### config.mk
export PLATFORM = sky130hd
export DESIGN_NAME = tpei_top
export DESIGN_NICKNAME = d
export VERILOG_FILES = /design/src/hw/tpei_pkg.sv /design/src/hw/tpei_top.sv
export VERILOG_INCLUDE_DIRS = /design/src /design/src/hw
export SDC_FILE = /design/constraint.sdc
export NUM_CORES = 1
export LEC_CHECK = 0
export ABC_AREA = 1
export BUFFER_PORTS_ARGS = -buffer_cell sky130_fd_sc_hd__buf_2
export CAP_MARGIN = 20
export CELL_PAD_IN_SITES_DETAIL_PLACEMENT = 0
export CELL_PAD_IN_SITES_GLOBAL_PLACEMENT = 1
export CORE_ASPECT_RATIO = 0.9
export CORE_MARGIN = 2
export CORE_UTILIZATION = 30
export CTS_CLUSTER_DIAMETER = 80
export DETAILED_ROUTE_END_ITERATION = 16
export GPL_ROUTABILITY_DRIVEN = 1
export GPL_TIMING_DRIVEN = 0
export PLACE_DENSITY_LB_ADDON = 0.25
export RECOVER_POWER = 100
export SETUP_SLACK_MARGIN = 0.3
export SLEW_MARGIN = 20
export SYNTH_ARGS = -nofsm -noshare
export SYNTH_HDL_FRONTEND = slang
export SYNTH_SLANG_ARGS = --single-unit
### constraint.sdc
create_clock -name clk_in -period 2.5 [get_ports clk_in]
set_input_delay 0.375 -clock clk_in [delete_from_list [all_inputs] [get_ports clk_in]]
set_output_delay 0.375 -clock clk_in [all_outputs]
set_load 0.01 [all_outputs]
### src/hw/tpei_cfg.svh
/*
 * offsets, field positions, widths and reset values of the payload error inserter.
 * assumes it is included by bare name wherever these constants are needed.
 */
`ifndef TPEI_CFG_SVH
`define TPEI_CFG_SVH

`define TPEI_ADDR_CTRL 12'h000
`define TPEI_ADDR_CNT_LO 12'h004
`define TPEI_ADDR_CNT_HI 12'h008
`define TPEI_ADDR_CHAN 12'h00C
`define TPEI_ADDR_CFG 12'h010

`define TPEI_CTRL_RATE_LSB 0
`define TPEI_CTRL_RATE_MSB 3
`define TPEI_CTRL_CONT 4
`define TPEI_CTRL_STROBE 7
`define TPEI_CFG_CHAN_MODE 0
`define TPEI_CFG_T1_MODE 1

`define TPEI_CNT_W 10
`define TPEI_CHAN_NUM 24
`define TPEI_RST_RATE 4'h0
`define TPEI_RST_CNT 10'h000
`define TPEI_RST_CHAN 24'h000000
`define TPEI_RST_BITCNT 16'h0000
`define TPEI_RST_DATA 32'h00000000

`endif

### src/hw/tpei_pkg.sv
/*
 * types of the payload error inserter: the state record and the stream input bundle.
 * assumes tpei_cfg.svh is on the include path.
 */
`include "tpei_cfg.svh"

package tpei_pkg;

    typedef struct packed {
        logic bit_valid;
        logic data;
        logic framing_bit;
        logic frame_start;
        logic [4:0] channel;
    } tpei_stream_type;

    typedef struct packed {
        logic [3:0] rate_sel;
        logic cont;
        logic strobe;
        logic chan_mode;
        logic t1_mode;
        logic [`TPEI_CHAN_NUM-1:0] chan_en;
        logic [`TPEI_CNT_W-1:0] pend_cnt;
        logic [`TPEI_CNT_W-1:0] remain;
        logic [3:0] act_rate;
        logic [15:0] bit_cnt;
        logic data_out;
        logic valid_out;
        logic pready;
        logic pslverr;
        logic [31:0] prdata;
    } tpei_state_type;

endpackage

### src/hw/tpei_top.sv
/*
 * t1 transmit payload error inserter with an apb register slave.
 * assumes the framer presents one payload or framing bit per valid cycle on clk_in,
 * with frame_start marking the first bit of each frame and channel giving the time slot.
 */

`include "tpei_cfg.svh"

module tpei_top (
    input wire logic clk_in,
    input wire logic nrst_in,
    input wire logic psel_in,
    input wire logic penable_in,
    input wire logic pwrite_in,
    input wire logic [11:0] paddr_in,
    input wire logic [31:0] pwdata_in,
    output logic pready_out,
    output logic pslverr_out,
    output logic [31:0] prdata_out,
    input wire tpei_pkg::tpei_stream_type stream_in,
    output logic data_out,
    output logic data_valid_out
);

    tpei_pkg::tpei_state_type st_reg;
    tpei_pkg::tpei_state_type st_next;

    logic access;
    logic wr_fire;
    logic mapped;
    logic strobe_rise;
    logic eligible;
    logic [15:0] rate_n;
    logic [15:0] cnt_inc;
    logic flip;
    logic [31:0] rd_val;

    // apb transfer completes on the second access cycle
    assign access = psel_in & penable_in;
    assign wr_fire = access & st_reg.pready & pwrite_in;
    assign mapped = (paddr_in == `TPEI_ADDR_CTRL) || (paddr_in == `TPEI_ADDR_CNT_LO) ||
        (paddr_in == `TPEI_ADDR_CNT_HI) || (paddr_in == `TPEI_ADDR_CHAN) ||
        (paddr_in == `TPEI_ADDR_CFG);
    assign strobe_rise = wr_fire && (paddr_in == `TPEI_ADDR_CTRL) &&
        pwdata_in[`TPEI_CTRL_STROBE] && !st_reg.strobe;

    // rate code k selects one error in 2**k counted bits; code 0 inserts no errors
    assign rate_n = 16'h0001 << st_reg.act_rate;
    assign cnt_inc = st_reg.bit_cnt + 16'h0001;

    always_comb begin
        eligible = stream_in.bit_valid && !stream_in.framing_bit && st_reg.t1_mode;
        if (st_reg.chan_mode) begin
            eligible = eligible && (stream_in.channel < 5'(`TPEI_CHAN_NUM)) &&
                st_reg.chan_en[stream_in.channel];
        end
        if (st_reg.act_rate == 4'h0) begin
            eligible = 1'b0;
        end
        if (!st_reg.cont && (st_reg.remain == 10'h000)) begin
            eligible = 1'b0;
        end
    end

    // a rate lowered at a frame boundary can leave the count past the new limit
    assign flip = eligible && (cnt_inc >= rate_n);

    always_comb begin
        rd_val = 32'h00000000;
        case (paddr_in)
            `TPEI_ADDR_CTRL: begin
                rd_val[`TPEI_CTRL_RATE_MSB:`TPEI_CTRL_RATE_LSB] = st_reg.rate_sel;
                rd_val[`TPEI_CTRL_CONT] = st_reg.cont;
                rd_val[`TPEI_CTRL_STROBE] = st_reg.strobe;
            end
            `TPEI_ADDR_CNT_LO: begin
                rd_val[7:0] = st_reg.remain[7:0];
            end
            `TPEI_ADDR_CNT_HI: begin
                rd_val[1:0] = st_reg.remain[9:8];
            end
            `TPEI_ADDR_CHAN: begin
                rd_val[`TPEI_CHAN_NUM-1:0] = st_reg.chan_en;
            end
            `TPEI_ADDR_CFG: begin
                rd_val[`TPEI_CFG_CHAN_MODE] = st_reg.chan_mode;
                rd_val[`TPEI_CFG_T1_MODE] = st_reg.t1_mode;
            end
            default: begin
                rd_val = 32'h00000000;
            end
        endcase
    end

    always_comb begin
        st_next = st_reg;
        // bus side
        st_next.pready = access & !st_reg.pready;
        if (access & !st_reg.pready) begin
            st_next.pslverr = !mapped;
            st_next.prdata = pwrite_in ? `TPEI_RST_DATA : rd_val;
        end else begin
            st_next.pslverr = 1'b0;
            st_next.prdata = `TPEI_RST_DATA;
        end
        // reserved bits are dropped on write
        if (wr_fire) begin
            case (paddr_in)
                `TPEI_ADDR_CTRL: begin
                    st_next.rate_sel = pwdata_in[`TPEI_CTRL_RATE_MSB:`TPEI_CTRL_RATE_LSB];
                    st_next.cont = pwdata_in[`TPEI_CTRL_CONT];
                    st_next.strobe = pwdata_in[`TPEI_CTRL_STROBE];
                end
                `TPEI_ADDR_CNT_LO: begin
                    st_next.pend_cnt[7:0] = pwdata_in[7:0];
                end
                `TPEI_ADDR_CNT_HI: begin
                    st_next.pend_cnt[9:8] = pwdata_in[1:0];
                end
                `TPEI_ADDR_CHAN: begin
                    st_next.chan_en = pwdata_in[`TPEI_CHAN_NUM-1:0];
                end
                `TPEI_ADDR_CFG: begin
                    st_next.chan_mode = pwdata_in[`TPEI_CFG_CHAN_MODE];
                    st_next.t1_mode = pwdata_in[`TPEI_CFG_T1_MODE];
                end
                default: begin
                    st_next.pend_cnt = st_reg.pend_cnt;
                end
            endcase
        end
        // stream side
        if (stream_in.bit_valid && stream_in.frame_start) begin
            st_next.act_rate = st_reg.rate_sel;
        end
        if (eligible) begin
            st_next.bit_cnt = flip ? `TPEI_RST_BITCNT : cnt_inc;
        end
        if (flip && !st_reg.cont) begin
            st_next.remain = st_reg.remain - 10'h001;
        end
        // a fresh load takes priority over a decrement in the same cycle
        if (strobe_rise) begin
            st_next.remain = st_reg.pend_cnt;
        end
        st_next.data_out = stream_in.data ^ flip;
        st_next.valid_out = stream_in.bit_valid;
    end

    always_ff @(posedge clk_in) begin
        if (!nrst_in) begin
            st_reg.rate_sel <= `TPEI_RST_RATE;
            st_reg.cont <= 1'b0;
            st_reg.strobe <= 1'b0;
            st_reg.chan_mode <= 1'b0;
            st_reg.t1_mode <= 1'b0;
            st_reg.chan_en <= `TPEI_RST_CHAN;
            st_reg.pend_cnt <= `TPEI_RST_CNT;
            st_reg.remain <= `TPEI_RST_CNT;
            st_reg.act_rate <= `TPEI_RST_RATE;
            st_reg.bit_cnt <= `TPEI_RST_BITCNT;
            st_reg.data_out <= 1'b0;
            st_reg.valid_out <= 1'b0;
            st_reg.pready <= 1'b0;
            st_reg.pslverr <= 1'b0;
            st_reg.prdata <= `TPEI_RST_DATA;
        end else begin
            st_reg <= st_next;
        end
    end

    assign pready_out = st_reg.pready;
    assign pslverr_out = st_reg.pslverr;
    assign prdata_out = st_reg.prdata;
    assign data_out = st_reg.data_out;
    assign data_valid_out = st_reg.valid_out;

    framing_intact_a: assert property (
        @(posedge clk_in) disable iff (!nrst_in)
        (stream_in.bit_valid && stream_in.framing_bit) |=> (data_out == $past(stream_in.data))
    ) else $error("framing bit was altered");

    non_t1_pass_a: assert property (
        @(posedge clk_in) disable iff (!nrst_in)
        !st_reg.t1_mode |=> (data_out == $past(stream_in.data))
    ) else $error("bit altered outside t1 mode");

    zero_rate_a: assert property (
        @(posedge clk_in) disable iff (!nrst_in)
        (st_reg.act_rate == 4'h0) |=> (data_out == $past(stream_in.data))
    ) else $error("error made with rate select zero");

    rate_hold_a: assert property (
        @(posedge clk_in) disable iff (!nrst_in)
        !(stream_in.bit_valid && stream_in.frame_start) |=> $stable(st_reg.act_rate)
    ) else $error("rate changed inside a frame");

    nth_bit_flip_a: assert property (
        @(posedge clk_in) disable iff (!nrst_in)
        (eligible && (st_reg.bit_cnt == rate_n - 16'h0001)) |=>
            (data_out != $past(stream_in.data)) && (st_reg.bit_cnt == 16'h0000)
    ) else $error("nth counted bit not inverted");

    unselected_chan_a: assert property (
        @(posedge clk_in) disable iff (!nrst_in)
        (st_reg.chan_mode && (stream_in.channel < 5'(`TPEI_CHAN_NUM)) &&
            !st_reg.chan_en[stream_in.channel]) |=> (data_out == $past(stream_in.data))
    ) else $error("unselected channel corrupted");

    strobe_load_a: assert property (
        @(posedge clk_in) disable iff (!nrst_in)
        strobe_rise |=> (st_reg.remain == $past(st_reg.pend_cnt))
    ) else $error("strobe edge did not load count");

    count_down_a: assert property (
        @(posedge clk_in) disable iff (!nrst_in)
        (flip && !st_reg.cont && !strobe_rise) |=>
            (st_reg.remain == $past(st_reg.remain) - 10'h001)
    ) else $error("remaining count not decremented");

    burst_stop_a: assert property (
        @(posedge clk_in) disable iff (!nrst_in)
        (!st_reg.cont && (st_reg.remain == 10'h000)) |=> (data_out == $past(stream_in.data))
    ) else $error("error inserted after burst ended");

    count_read_a: assert property (
        @(posedge clk_in) disable iff (!nrst_in)
        (access && !st_reg.pready && !pwrite_in && (paddr_in == `TPEI_ADDR_CNT_LO)) |=>
            (pready_out && (prdata_out[7:0] == $past(st_reg.remain[7:0])))
    ) else $error("count read does not show remaining");

    apb_answer_a: assert property (
        @(posedge clk_in) disable iff (!nrst_in)
        (access && !st_reg.pready) |=> pready_out ##1 !pready_out
    ) else $error("apb answer not one cycle after access");

    reset_clear_a: assert property (
        @(posedge clk_in)
        !nrst_in |=> (!pready_out && !pslverr_out && (prdata_out == 32'h00000000) &&
            !data_valid_out && !data_out)
    ) else $error("outputs not cleared by reset");

    no_stray_ready_a: assert property (
        @(posedge clk_in) disable iff (!nrst_in)
        !(access && !st_reg.pready) |=> !pready_out
    ) else $error("ready raised without an access");

    slave_error_a: assert property (
        @(posedge clk_in) disable iff (!nrst_in)
        (access && !st_reg.pready) |=> (pslverr_out != $past(mapped))
    ) else $error("error answer does not match address decode");

    write_data_zero_a: assert property (
        @(posedge clk_in) disable iff (!nrst_in)
        (access && !st_reg.pready && pwrite_in) |=> (prdata_out == 32'h00000000)
    ) else $error("read data shown on a write");

    idle_bus_zero_a: assert property (
        @(posedge clk_in) disable iff (!nrst_in)
        !pready_out |-> ((prdata_out == 32'h00000000) && !pslverr_out)
    ) else $error("bus outputs not zero outside an answer");

    cont_write_a: assert property (
        @(posedge clk_in) disable iff (!nrst_in)
        (wr_fire && (paddr_in == `TPEI_ADDR_CTRL)) |=>
            (st_reg.cont == $past(pwdata_in[`TPEI_CTRL_CONT]))
    ) else $error("continuous bit not written");

    rate_write_a: assert property (
        @(posedge clk_in) disable iff (!nrst_in)
        (wr_fire && (paddr_in == `TPEI_ADDR_CTRL)) |=>
            (st_reg.rate_sel == $past(pwdata_in[`TPEI_CTRL_RATE_MSB:`TPEI_CTRL_RATE_LSB]))
    ) else $error("rate select not written");

    pend_low_a: assert property (
        @(posedge clk_in) disable iff (!nrst_in)
        (wr_fire && (paddr_in == `TPEI_ADDR_CNT_LO)) |=>
            (st_reg.pend_cnt[7:0] == $past(pwdata_in[7:0]))
    ) else $error("low count byte not written");

    pend_high_a: assert property (
        @(posedge clk_in) disable iff (!nrst_in)
        (wr_fire && (paddr_in == `TPEI_ADDR_CNT_HI)) |=>
            (st_reg.pend_cnt[9:8] == $past(pwdata_in[1:0]))
    ) else $error("high count bits not written");

    count_high_read_a: assert property (
        @(posedge clk_in) disable iff (!nrst_in)
        (access && !st_reg.pready && !pwrite_in && (paddr_in == `TPEI_ADDR_CNT_HI)) |=>
            ((prdata_out[1:0] == $past(st_reg.remain[9:8])) && (prdata_out[31:2] == 30'h00000000))
    ) else $error("high count read does not show remaining");

    reload_only_rise_a: assert property (
        @(posedge clk_in) disable iff (!nrst_in)
        (wr_fire && (paddr_in == `TPEI_ADDR_CTRL) && st_reg.strobe && !flip) |=> $stable(st_reg.remain)
    ) else $error("count reloaded without a strobe edge");

    cont_hold_a: assert property (
        @(posedge clk_in) disable iff (!nrst_in)
        (st_reg.cont && !strobe_rise) |=> $stable(st_reg.remain)
    ) else $error("remaining count moved in continuous mode");

    empty_hold_a: assert property (
        @(posedge clk_in) disable iff (!nrst_in)
        (!st_reg.cont && (st_reg.remain == 10'h000) && !strobe_rise) |=> (st_reg.remain == 10'h000)
    ) else $error("remaining count left zero without a load");

    valid_follow_a: assert property (
        @(posedge clk_in) disable iff (!nrst_in)
        1'b1 |=> (data_valid_out == $past(stream_in.bit_valid))
    ) else $error("output valid does not follow input valid");

    framing_count_a: assert property (
        @(posedge clk_in) disable iff (!nrst_in)
        (stream_in.bit_valid && stream_in.framing_bit) |=> $stable(st_reg.bit_cnt)
    ) else $error("framing bit advanced the bit counter");

    count_step_a: assert property (
        @(posedge clk_in) disable iff (!nrst_in)
        (eligible && !flip) |=> (st_reg.bit_cnt == $past(cnt_inc))
    ) else $error("bit counter did not advance by one");

    early_bits_a: assert property (
        @(posedge clk_in) disable iff (!nrst_in)
        (eligible && (cnt_inc < rate_n)) |=> (data_out == $past(stream_in.data))
    ) else $error("bit inverted before the end of the count");

    rate_adopt_a: assert property (
        @(posedge clk_in) disable iff (!nrst_in)
        (stream_in.bit_valid && stream_in.frame_start) |=> (st_reg.act_rate == $past(st_reg.rate_sel))
    ) else $error("rate not adopted at frame boundary");

    idle_count_a: assert property (
        @(posedge clk_in) disable iff (!nrst_in)
        (st_reg.act_rate == 4'h0) |=> $stable(st_reg.bit_cnt)
    ) else $error("bit counter moved with rate select zero");

    pass_through_a: assert property (
        @(posedge clk_in) disable iff (!nrst_in)
        (stream_in.bit_valid && !eligible) |=> (data_out == $past(stream_in.data))
    ) else $error("uncounted bit was altered");

endmodule // tpei_top

# Word-level counts from Yosys, hierarchy flattened
# Cells that the tools add are included.
# W data, S select, Z words.
op_classes:
  eq_ne: 4
  mux: 12
  n_reduce_logical: 32
  bitwise_logic: 8
  shift: 1
  order_cmp: 3
  add_sub_neg: 2
ops:
  columns: ["cell", "count"]
  rows:
  - ["$eq A12 B4 Y1 const B", 2]
  - ["$mux W10", 2]
  - ["$add A16 B1 Y16 const B", 1]
  - ["$ge A16 B16 Y1", 1]
  - ["$mux W16", 1]
  - ["$shl A1 B4 Y16 const A", 1]
  - ["$eq A12 B3 Y1 const B", 1]
  - ["$eq A12 B5 Y1 const B", 1]
  - ["$logic_not A12 Y1", 1]
  - ["$reduce_and A2 Y1", 6]
  - ["$logic_and A1 B1 Y1", 11]
  - ["$logic_not A10 Y1", 1]
  - ["$pmux W2 S5", 1]
  - ["$sub A10 B1 Y10 const B", 1]
  - ["$pmux W3 S3", 1]
  - ["$lt A5 B6 Y1 const B", 1]
  - ["$bmux W1 S5", 1]
  - ["$logic_not A1 Y1", 5]
  - ["$lt A5 B5 Y1 const B", 1]
  - ["$and A1 B1 Y1", 4]
  - ["$logic_not A4 Y1", 1]
  - ["$logic_or A1 B1 Y1", 4]
  - ["$mux W1", 4]
  - ["$pmux W2 S2", 1]
  - ["6 further kinds", 8]
word_totals:
  word_cells: 80
  reg_bits: 108
  input_bits: 58

# Longest topological paths before layout
# Gate-level depths: netlist of the first run.
depth:
  ltp_word: 12
  mapped_depth: 20
  depth_no_buf: 20

# Least setup slack after synthesis of the first run
# No wires, ideal clock.
synth_path:
  kind: "reg2reg"
  start: "register st_reg[36] (netlist bit)"
  end: "register st_reg[59] (netlist bit)"
  path_stages_with_launch: 21
  t_required_ns: 2.388
  setup_slack_ns: -0.157
  setup_ns: 0.112
  t_arrival_ns: 2.545
  path_cell_list: "dfxtp_1 -> inv_1 -> nor3_4 -> nand2_1 -> nor2_1 -> inv_1 -> nor2_2 -> nand3_1 -> xnor2_1 -> ha_1 -> nand2_1 -> inv_1 -> nand3_1 -> nor2_1 -> nand3_1 -> nand3_1 -> nand4_4 -> nand2_2 -> inv_2 -> nor2_1 -> nor2_1"
synth_between:
  elab_chain_len: 5
synth_rtl:
  columns: ["element", "line", "source"]
  rows:
  - ["start, declared", "tpei_top.sv:25", "tpei_pkg::tpei_state_type st_reg;"]
  - ["start signal, assigned", "tpei_top.sv:168", "st_reg <= st_next;"]
  - ["$add A16 B1 Y16", "tpei_top.sv:49", "assign cnt_inc = st_reg.bit_cnt + 16'h0001;"]
  - ["$ge A16 B16 Y1", "tpei_top.sv:66", "assign flip = eligible && (cnt_inc >= rate_n);"]
  - ["$logic_and A1 B1 Y1", "tpei_top.sv:66", null]
  - ["$logic_and A1 B1 Y1", "tpei_top.sv:139", "if (flip && !st_reg.cont) begin"]
  - ["$reduce_bool A2 Y1 (no source line)", null, null]
# Every way passes these cells.
# A chain may end at the register's enable or synchronous reset.

# Worst setup path after layout of the first run
layout_path:
  start: "register st_reg[38] (netlist bit)"
  end: "register st_reg[58] (netlist bit)"
# The elaborated chain is that of the path after synthesis.

==> out/results.ini, run 1 <==
[power_and_ir_drop]
switching_share_pct = 26.41
clockPowerShare_pct = 43.5
p_int_w = 0.002432
peakVddDrop_mv = 0.2870
p_leak_nw = 2.914
switchingPower_w = 0.0008727
p_total_w = 0.003305
pwr-share-comb_pct = 8.2
seq_power_share_pct = 48.3
power_density_nw_per_um2 = 498.7

[timing]
min_period_ns = 2.752
setup-tns-final_ns = -5.423
worstMarginPinSlew_ns = 0.7779
fin_skew_ns = 0.01515
fmax_ghz = 0.3634
drv_slew = 0
period_share_pct = 110.1
rsz0062_at_grt = true
setup_violations = 27
slew_headroom_pct = 48.14
hold_viol = 0
timing.hold.ws_ns = 0.2781
setup_slack_ns = -0.2518

[cts]
cts_tree = built
postCtsHoldBufs = 0
clk_pin_slew_ns = 0.08
cts_made_buffers = 9
htreeDepth = 3
cts_root_buffer = clkbuf_16
clk_latency_ns = 0.36
ctsLongestPathBuffers = 2
clock-sinks = 100

[synth]
synth_cells = 723
avgSynthCellArea_um2 = 7.293
yosysSeqAreaShare_pct = 37.97
synth_cell_type_count = 41
synth-seq-cells = 100
yosysWarningCount = 0
synth.cell_area_um2 = 5273

[run]
max_cap_viol_count = 0

[worst_setup_path]
path_cells = inv_4 -> nor3_4 -> nand2_1 -> nor2_2 -> inv_2 -> nor2_4 -> nand3_2 -> xnor2_2 -> ha_1 -> nand2_1 -> inv_2 -> nand3_4 -> nor2_4 -> nand3_2 -> nand3_4 -> nand4_4 -> buf_6 -> nand3_1 -> nand2_1 -> nor2_1
slowest_delay_ns = 0.38
crit_top_cell = nand2_1
cp-end-kind = flop
worst-path-buf-inv = 4
crit_fanout = 4
r2r_cells = 20
path_delay_family = simple AND/OR/NAND/NOR gates
cp.required_ns = 2.79
cp-start-kind = flop
worstSetupPathType = reg2reg
cp_slowest_cell = dfxtp_4
worstPathArrival_ns = 3.04
r2r_slack_ns = -0.25
path_depth = 20
reg2reg_to = st_reg[58]
r2r_start = st_reg[38]

[detailed_routing]
ant_nets = 0
wirelength_um = 14690
dr.pass1.iters = 5
dr_wl_met2_um = 6618
vias_per_cell = 4.459
met3_length_um = 562
drt-met1-wl_um = 7386
top_layer = met4
drt_iter0_markers = 272
wl_per_cell_um = 13.62
vias = 4811
drc_errors = 0

[die]
die_w_um = 143.7
fp.coreArea_um2 = 17060
io_pins = 94
start_util_pct = 30.91
fp.dieH_um = 129.8
die_area_um2 = 18650
row_count = 45

[place]
portBuffers = 77
place_inst = 1042
place.gp.congestion = 0.7986
dp_hpwl_um = 10830

[cells_and_area]
fin_nets = 915
fill_cells = 1839
area_growth_pct = 25.68
drive_gt1_share_pct = 24.17
largest_reg_flops = 72
diodes = 0
stdcell_count = 1079

[grt]
grt_max_degree = 20
grt_usage_pct = 16.25
antenna_found_initial = 0
grt_pass1_wl_um = 23390
grt.overflow.total = 0
first_global_vias = 4426

[hold_path]
worstHoldStart = penable_in
whs_path_depth = 3
holdPathEnd = pslverr_out
hold_class = in2reg

[status]
status = complete, but fails checks
violations = negative setup slack

[cells in the mapped netlist (all sizes together)]
| cell | count | area share (%) |
|---|---|---|
| nor3 | 5 | 0.69 |
| o221ai | 1 | 0.17 |
| nand2 | 112 | 8.3 |
| or2 | 1 | 0.12 |
| o32ai | 2 | 0.33 |
| clkbuf | 11 | 0.78 |
| o22ai | 7 | 0.83 |
| conb | 1 | 0.071 |
| xnor2 | 5 | 0.83 |
| nand3b | 2 | 0.28 |
| clkinv | 2 | 0.14 |
| o21ai | 61 | 5.8 |
| nor4 | 2 | 0.24 |
| a31oi | 3 | 0.64 |
| a21oi | 56 | 5.3 |
| inv | 100 | 7.1 |
| nand3 | 52 | 5.5 |
| o211ai | 1 | 0.14 |
| nand4 | 19 | 2.7 |
| ha | 18 | 4.3 |
| buf | 45 | 6.4 |
| xor2 | 14 | 2.3 |
| o21a | 1 | 0.14 |
| o21bai | 1 | 0.14 |
| a211oi | 8 | 1.1 |
| nor2 | 93 | 7.7 |
| dfxtp | 100 | 38 |
[repair_timing]
| action | 4_1_cts | 5_1_grt |
|---|---|---|
| endpoints found under the setup margin | 27 | 27 |
| gates cloned | 1 | 0 |
| gates resized for setup | 43 | 31 |
| buffers inserted | 14 | 6 |
| pin swaps | 28 | 25 |
[routing by layer]
| layer | GRT usage [%] | vias to the layer above |
|---|---|---|
| met1 | 22.52 | 2156 |
| met3 | 3.853 | 13 |
| li1 | - | 2548 |
| met4 | 3.518 | 0 |
| met5 | 0 | - |
| met2 | 25.85 | 94 |
[placed cells by master, fill, tap and decap left out, types with 3 or more instances in the layout]
| cell | instances |
|---|---|
| xnor2_1 | 4 |
| buf_2 | 50 |
| nand3_2 | 15 |
| inv_8 | 3 |
| nor2_4 | 5 |
| buf_6 | 6 |
| clkbuf_1 | 40 |
| nor2_2 | 12 |
| nand2_1 | 103 |
| nor2_1 | 76 |
| o22ai_1 | 7 |
| nor3_1 | 3 |
| nand2_4 | 4 |
| inv_1 | 85 |
| buf_4 | 54 |
| inv_2 | 12 |
| a211oi_1 | 8 |
| dfxtp_1 | 96 |
| a21oi_1 | 52 |
| ha_1 | 17 |
| nand3_1 | 35 |
| nand4_1 | 18 |
| xor2_1 | 13 |
| nand2_2 | 4 |
| o21ai_1 | 6 |
| conb_1 | 8 |
| clkbuf_2 | 3 |
| a21oi_2 | 4 |
| o21ai_0 | 55 |
| clkbuf_16 | 9 |
[cells by family (layout without fill, tap and decap cells)]
group,count (synthesis),in the layout,share of synthesized area (%)
flops,100,100,37.97
other cells,1,8,0.07112
xor+xnor,19,19,3.156
buf+inv,158,271,14.48
compound gates,141,141,14.64
fa+ha+maj,18,18,4.272
simple gates,286,287,25.42
[per-stage QoR]
stage               instance area (um2)  utilization (%)  worst slack [ns]
floorplan                          5318                -          -0.01408
global placement                   5997            35.15           -0.6061
detailed placement                 5997            35.15           -0.6546
CTS                                6588            38.61           -0.2553
global route                       6626            38.84           -0.4369
finish                             6626            38.84           -0.2518
[worst reg2reg max path, delay by kind of cell, from the launching register on]
| kind | cells | cell delay [ns] |
|---|---|---|
| fa+ha+maj | 1 | 0.29 |
| xor+xnor | 1 | 0.15 |
| simple gates | 14 | 1.49 |
| flops | 1 | 0.38 |
| buf+inv | 4 | 0.35 |
[how the worst max path moves through the flow]
| stage | start | endpoint | slack (ns) |
|---|---|---|---|
| 6_report | st_reg[38] | st_reg[58] | -0.25 |
| 5_1_grt | st_reg[38] | st_reg[60] | -0.44 |
| 4_1_cts | st_reg[37] | st_reg[58] | -0.26 |
| 3_5_place_dp | st_reg[36] | st_reg[64] | -0.65 |
| 3_3_place_gp | st_reg[36] | st_reg[60] | -0.61 |
| 2_1_floorplan | st_reg[38] | st_reg[60] | -0.01 |
[power by group through the flow]
| stage | logic, W | registers [W] | clock network [W] |
|---|---|---|---|
| after floorplan | 0.000137 | 0.00164 | 0 |
| after global placement | 0.000238 | 0.00164 | 0 |
| after detailed placement | 0.000237 | 0.00164 | 0 |
| after CTS | 0.000267 | 0.00160 | 0.00149 |
| after global routing | 0.000304 | 0.00160 | 0.00155 |
| final | 0.000271 | 0.00160 | 0.00144 |
[cell type report]
cell class / instances / area, um2 / area share [%]
Multi-Input combinational cell: 473 / 2734 / 41.26
Clock buffer: 10 / 239.0 / 3.606
Sequential cell: 100 / 2012 / 30.36
Tap cell: 235 / 294.0 / 4.437
Clock inverter: 6 / 63.81 / 0.9630
Inverter: 102 / 395.4 / 5.967
Timing Repair Buffer: 97 / 514.2 / 7.761
Buffer: 56 / 374.1 / 5.646
Note: power is estimated with default switching activity, not from simulation.
==> run 2: changes to the inputs <==
Settings changed: CORE_UTILIZATION 30 to 36.
==> run 2 against run 1 <==
Net effect:
- the flow still finishes with violations (negative setup slack)
- clock skew down 0.0057 ns
- setup slack worse by 0.045 ns
- via count up 1.8%
- non-clock buffer count down 1
- clock power down 4%
- critical path depth down 1
==> out/results.ini, run 2 (synthesized netlist as in run 1, its figures left out) <==
[place]
place_inst = 1000  ; -4.0%
portBuffers = 77  ; unchanged
place_area_um2 = 5944  ; -0.88%
place.gp.congestion = 0.8561  ; +7.2%
dp_slack_ns = -0.5685  ; +0.08610 ns
dp_hpwl_um = 10640  ; -1.8%

[grt]
grt_usage_pct = 18.54  ; +2.3 points
grt_pass1_wl_um = 23140  ; -1.1%
grt.overflow.total = 0  ; unchanged
grt_max_degree = 18  ; -10%
antenna_found_initial = 0  ; unchanged
first_global_vias = 4662  ; +5.3%

[status]
status = complete, but fails checks
violations = negative setup slack

[timing]
worstMarginPinSlew_ns = 0.8153  ; +0.03743 ns
setup_violations = 27  ; unchanged
drv_slew = 0  ; unchanged
setup_slack_ns = -0.2971  ; -0.04523 ns
fin_skew_ns = 0.009456  ; -0.005692 ns
hold_viol = 0  ; unchanged
min_period_ns = 2.797  ; +0.04523 ns
period_share_pct = 111.9  ; +1.8 points
rsz0062_at_grt = true
fmax_ghz = 0.3575  ; -1.6%
slew_headroom_pct = 45.65  ; -2.5 points

[detailed_routing]
drt_iter0_markers = 279  ; +2.6%
wl_per_cell_um = 13.94  ; +2.4%
vias = 4900  ; +1.8%
dr_wl_met2_um = 6504  ; -1.7%
top_layer = met4
met3_length_um = 768  ; +37%
dr.pass1.iters = 5  ; unchanged
vias_per_cell = 4.730  ; +6.1%
ant_nets = 0  ; unchanged
wirelength_um = 14450  ; -1.7%
drt-met1-wl_um = 7010  ; -5.1%
drc_errors = 0  ; unchanged

[worst_setup_path]
worst-path-buf-inv = 4  ; unchanged
path_depth = 19  ; -5.0%
slowest_delay_ns = 0.38  ; about the same
cp.required_ns = 2.77  ; -0.02 ns
worstSetupPathType = reg2reg
r2r_slack_ns = -0.30  ; -0.05 ns
reg2reg_to = st_reg[46]
path_delay_family = simple AND/OR/NAND/NOR gates
crit_fanout = 7  ; +3
worstPathArrival_ns = 3.07  ; +0.03 ns
crit_end = st_reg[46]
cp-start-kind = flop
path_cells = ha_4 -> nand2_4 -> nor2_4 -> nand3_2 -> inv_2 -> nand4_1 -> nor2_1 -> xor2_1 -> ha_1 -> nand2_1 -> inv_2 -> o21ai_1 -> nand2_1 -> nor2_2 -> nand3_4 -> buf_6 -> clkinvlp_4 -> nand3_1 -> a21oi_1
startpoint = st_reg[36]
r2r_start = st_reg[36]
r2r_cells = 19  ; -5.0%
cp-end-kind = flop
cp_slowest_cell = dfxtp_4

[power_and_ir_drop]
pwr-share-comb_pct = 8.4  ; +0.2 points
power_density_nw_per_um2 = 493.7  ; -1.0%
p_total_w = 0.003248  ; -1.7%
switchingPower_w = 0.0008292  ; -5.0%
clockPowerShare_pct = 42.4  ; -1.1 points
p_leak_nw = 2.853  ; -2.1%
seq_power_share_pct = 49.2  ; +0.9 points
switching_share_pct = 25.53  ; -0.87 points
peakVddDrop_mv = 0.3627  ; +26%
p_int_w = 0.002419  ; -0.56%

[cells_and_area]
drive_gt1_share_pct = 24.20  ; +0.029 points
stdcell_count = 1036  ; -4.0%
finalInstanceArea_um2 = 6579  ; -0.72%
fin_nets = 914  ; -0.11%
final_cell_mix = 102 x nand2_1, 97 x dfxtp_1, 86 x inv_1
final_core_util_pct = 46.47  ; +7.6 points
largest_reg_flops = 72  ; unchanged
area_growth_pct = 24.77
diodes = 0  ; unchanged
final_common_cell = nand2_1

[cts]
postCtsHoldBufs = 0  ; unchanged
clock-sinks = 100  ; unchanged
ctsLongestPathBuffers = 2  ; unchanged
htreeDepth = 3  ; unchanged
cts_made_buffers = 9  ; unchanged
cts_root_buffer = clkbuf_16
cts_tree = built
clk_latency_ns = 0.35  ; about the same
clk_pin_slew_ns = 0.07  ; about the same

[die]
fp.dieH_um = 118.8  ; -8.4%
io_pins = 94  ; unchanged
die_area_um2 = 15630  ; -16%
row_count = 41  ; -8.9%
fp.coreArea_um2 = 14160  ; -17%
start_util_pct = 37.24  ; +6.3 points
die_w_um = 131.6  ; -8.5%

[hold_path]
hold_class = in2reg

[run]
max_cap_viol_count = 0  ; unchanged

run 2: through the flow:
stage / hold WS, ns / setup TNS [ns]
final: 0.2896 / -6.687
after global routing: 0.2932 / -12.15
after CTS: 0.2783 / -5.269
after detailed placement: 0.4424 / -12.88
after global placement: 0.4460 / -12.63
after floorplan: 0.4239 / -0.04355
run 2: worst min-delay path by stage:
stage / start / to / slack (ns) / cells past startpoint
finish: stream_in[8] / data_valid_out / 0.29 / 3
global placement: st_reg[74] / st_reg[74] / 0.45 / 2
global route: stream_in[8] / data_valid_out / 0.29 / 3
floorplan: st_reg[74] / st_reg[74] / 0.42 / 2
detailed placement: st_reg[74] / st_reg[74] / 0.44 / 2
CTS: penable_in / pslverr_out / 0.28 / 3
run 2: area by class of cell:
cell class	instances	area (um2)
Sequential cell	100	2008
Clock inverter	5	43.79
Timing Repair Buffer	96	504.2
Tap cell	193	241.5
Clock buffer	11	242.7
Inverter	102	396.6
Buffer	56	374.1
Multi-Input combinational cell	473	2768
Fill cell	1510	7580
run 2: power by group through the flow:
stage                     clock network, W  registers (W)  logic [W]
after floorplan                          0        0.00164   0.000137
after global placement                   0        0.00164   0.000231
after detailed placement                 0        0.00164   0.000233
after CTS                          0.00140        0.00160   0.000248
after global routing               0.00148        0.00160   0.000303
final                              0.00138        0.00160   0.000272
run 2: repair_timing:
item                       in CTS  in global routing
setup endpoints to repair      27                 27
cloned                          0                  1
setup buffers                  12                  7
resized for setup              45                 30
pin swaps                      25                 17
run 2: routing by layer:
layer	global-route usage [%]	vias up
li1	-	2548
met4	4.280	0
met5	0	-
met3	4.470	12
met2	29.58	116
met1	25.41	2224
run 2: worst register-to-register path, stage by stage, from the launching register on:
cell,delay [ns]
dfxtp_4,0.38
ha_4,0.14
nand2_4,0.05
nor2_4,0.09
nand3_2,0.09
inv_2,0.08
nand4_1,0.11
nor2_1,0.16
xor2_1,0.26
ha_1,0.28
nand2_1,0.08
inv_2,0.05
o21ai_1,0.07
nand2_1,0.08
nor2_2,0.15
nand3_4,0.12
buf_6,0.14
clkinvlp_4,0.13
nand3_1,0.11
a21oi_1,0.15
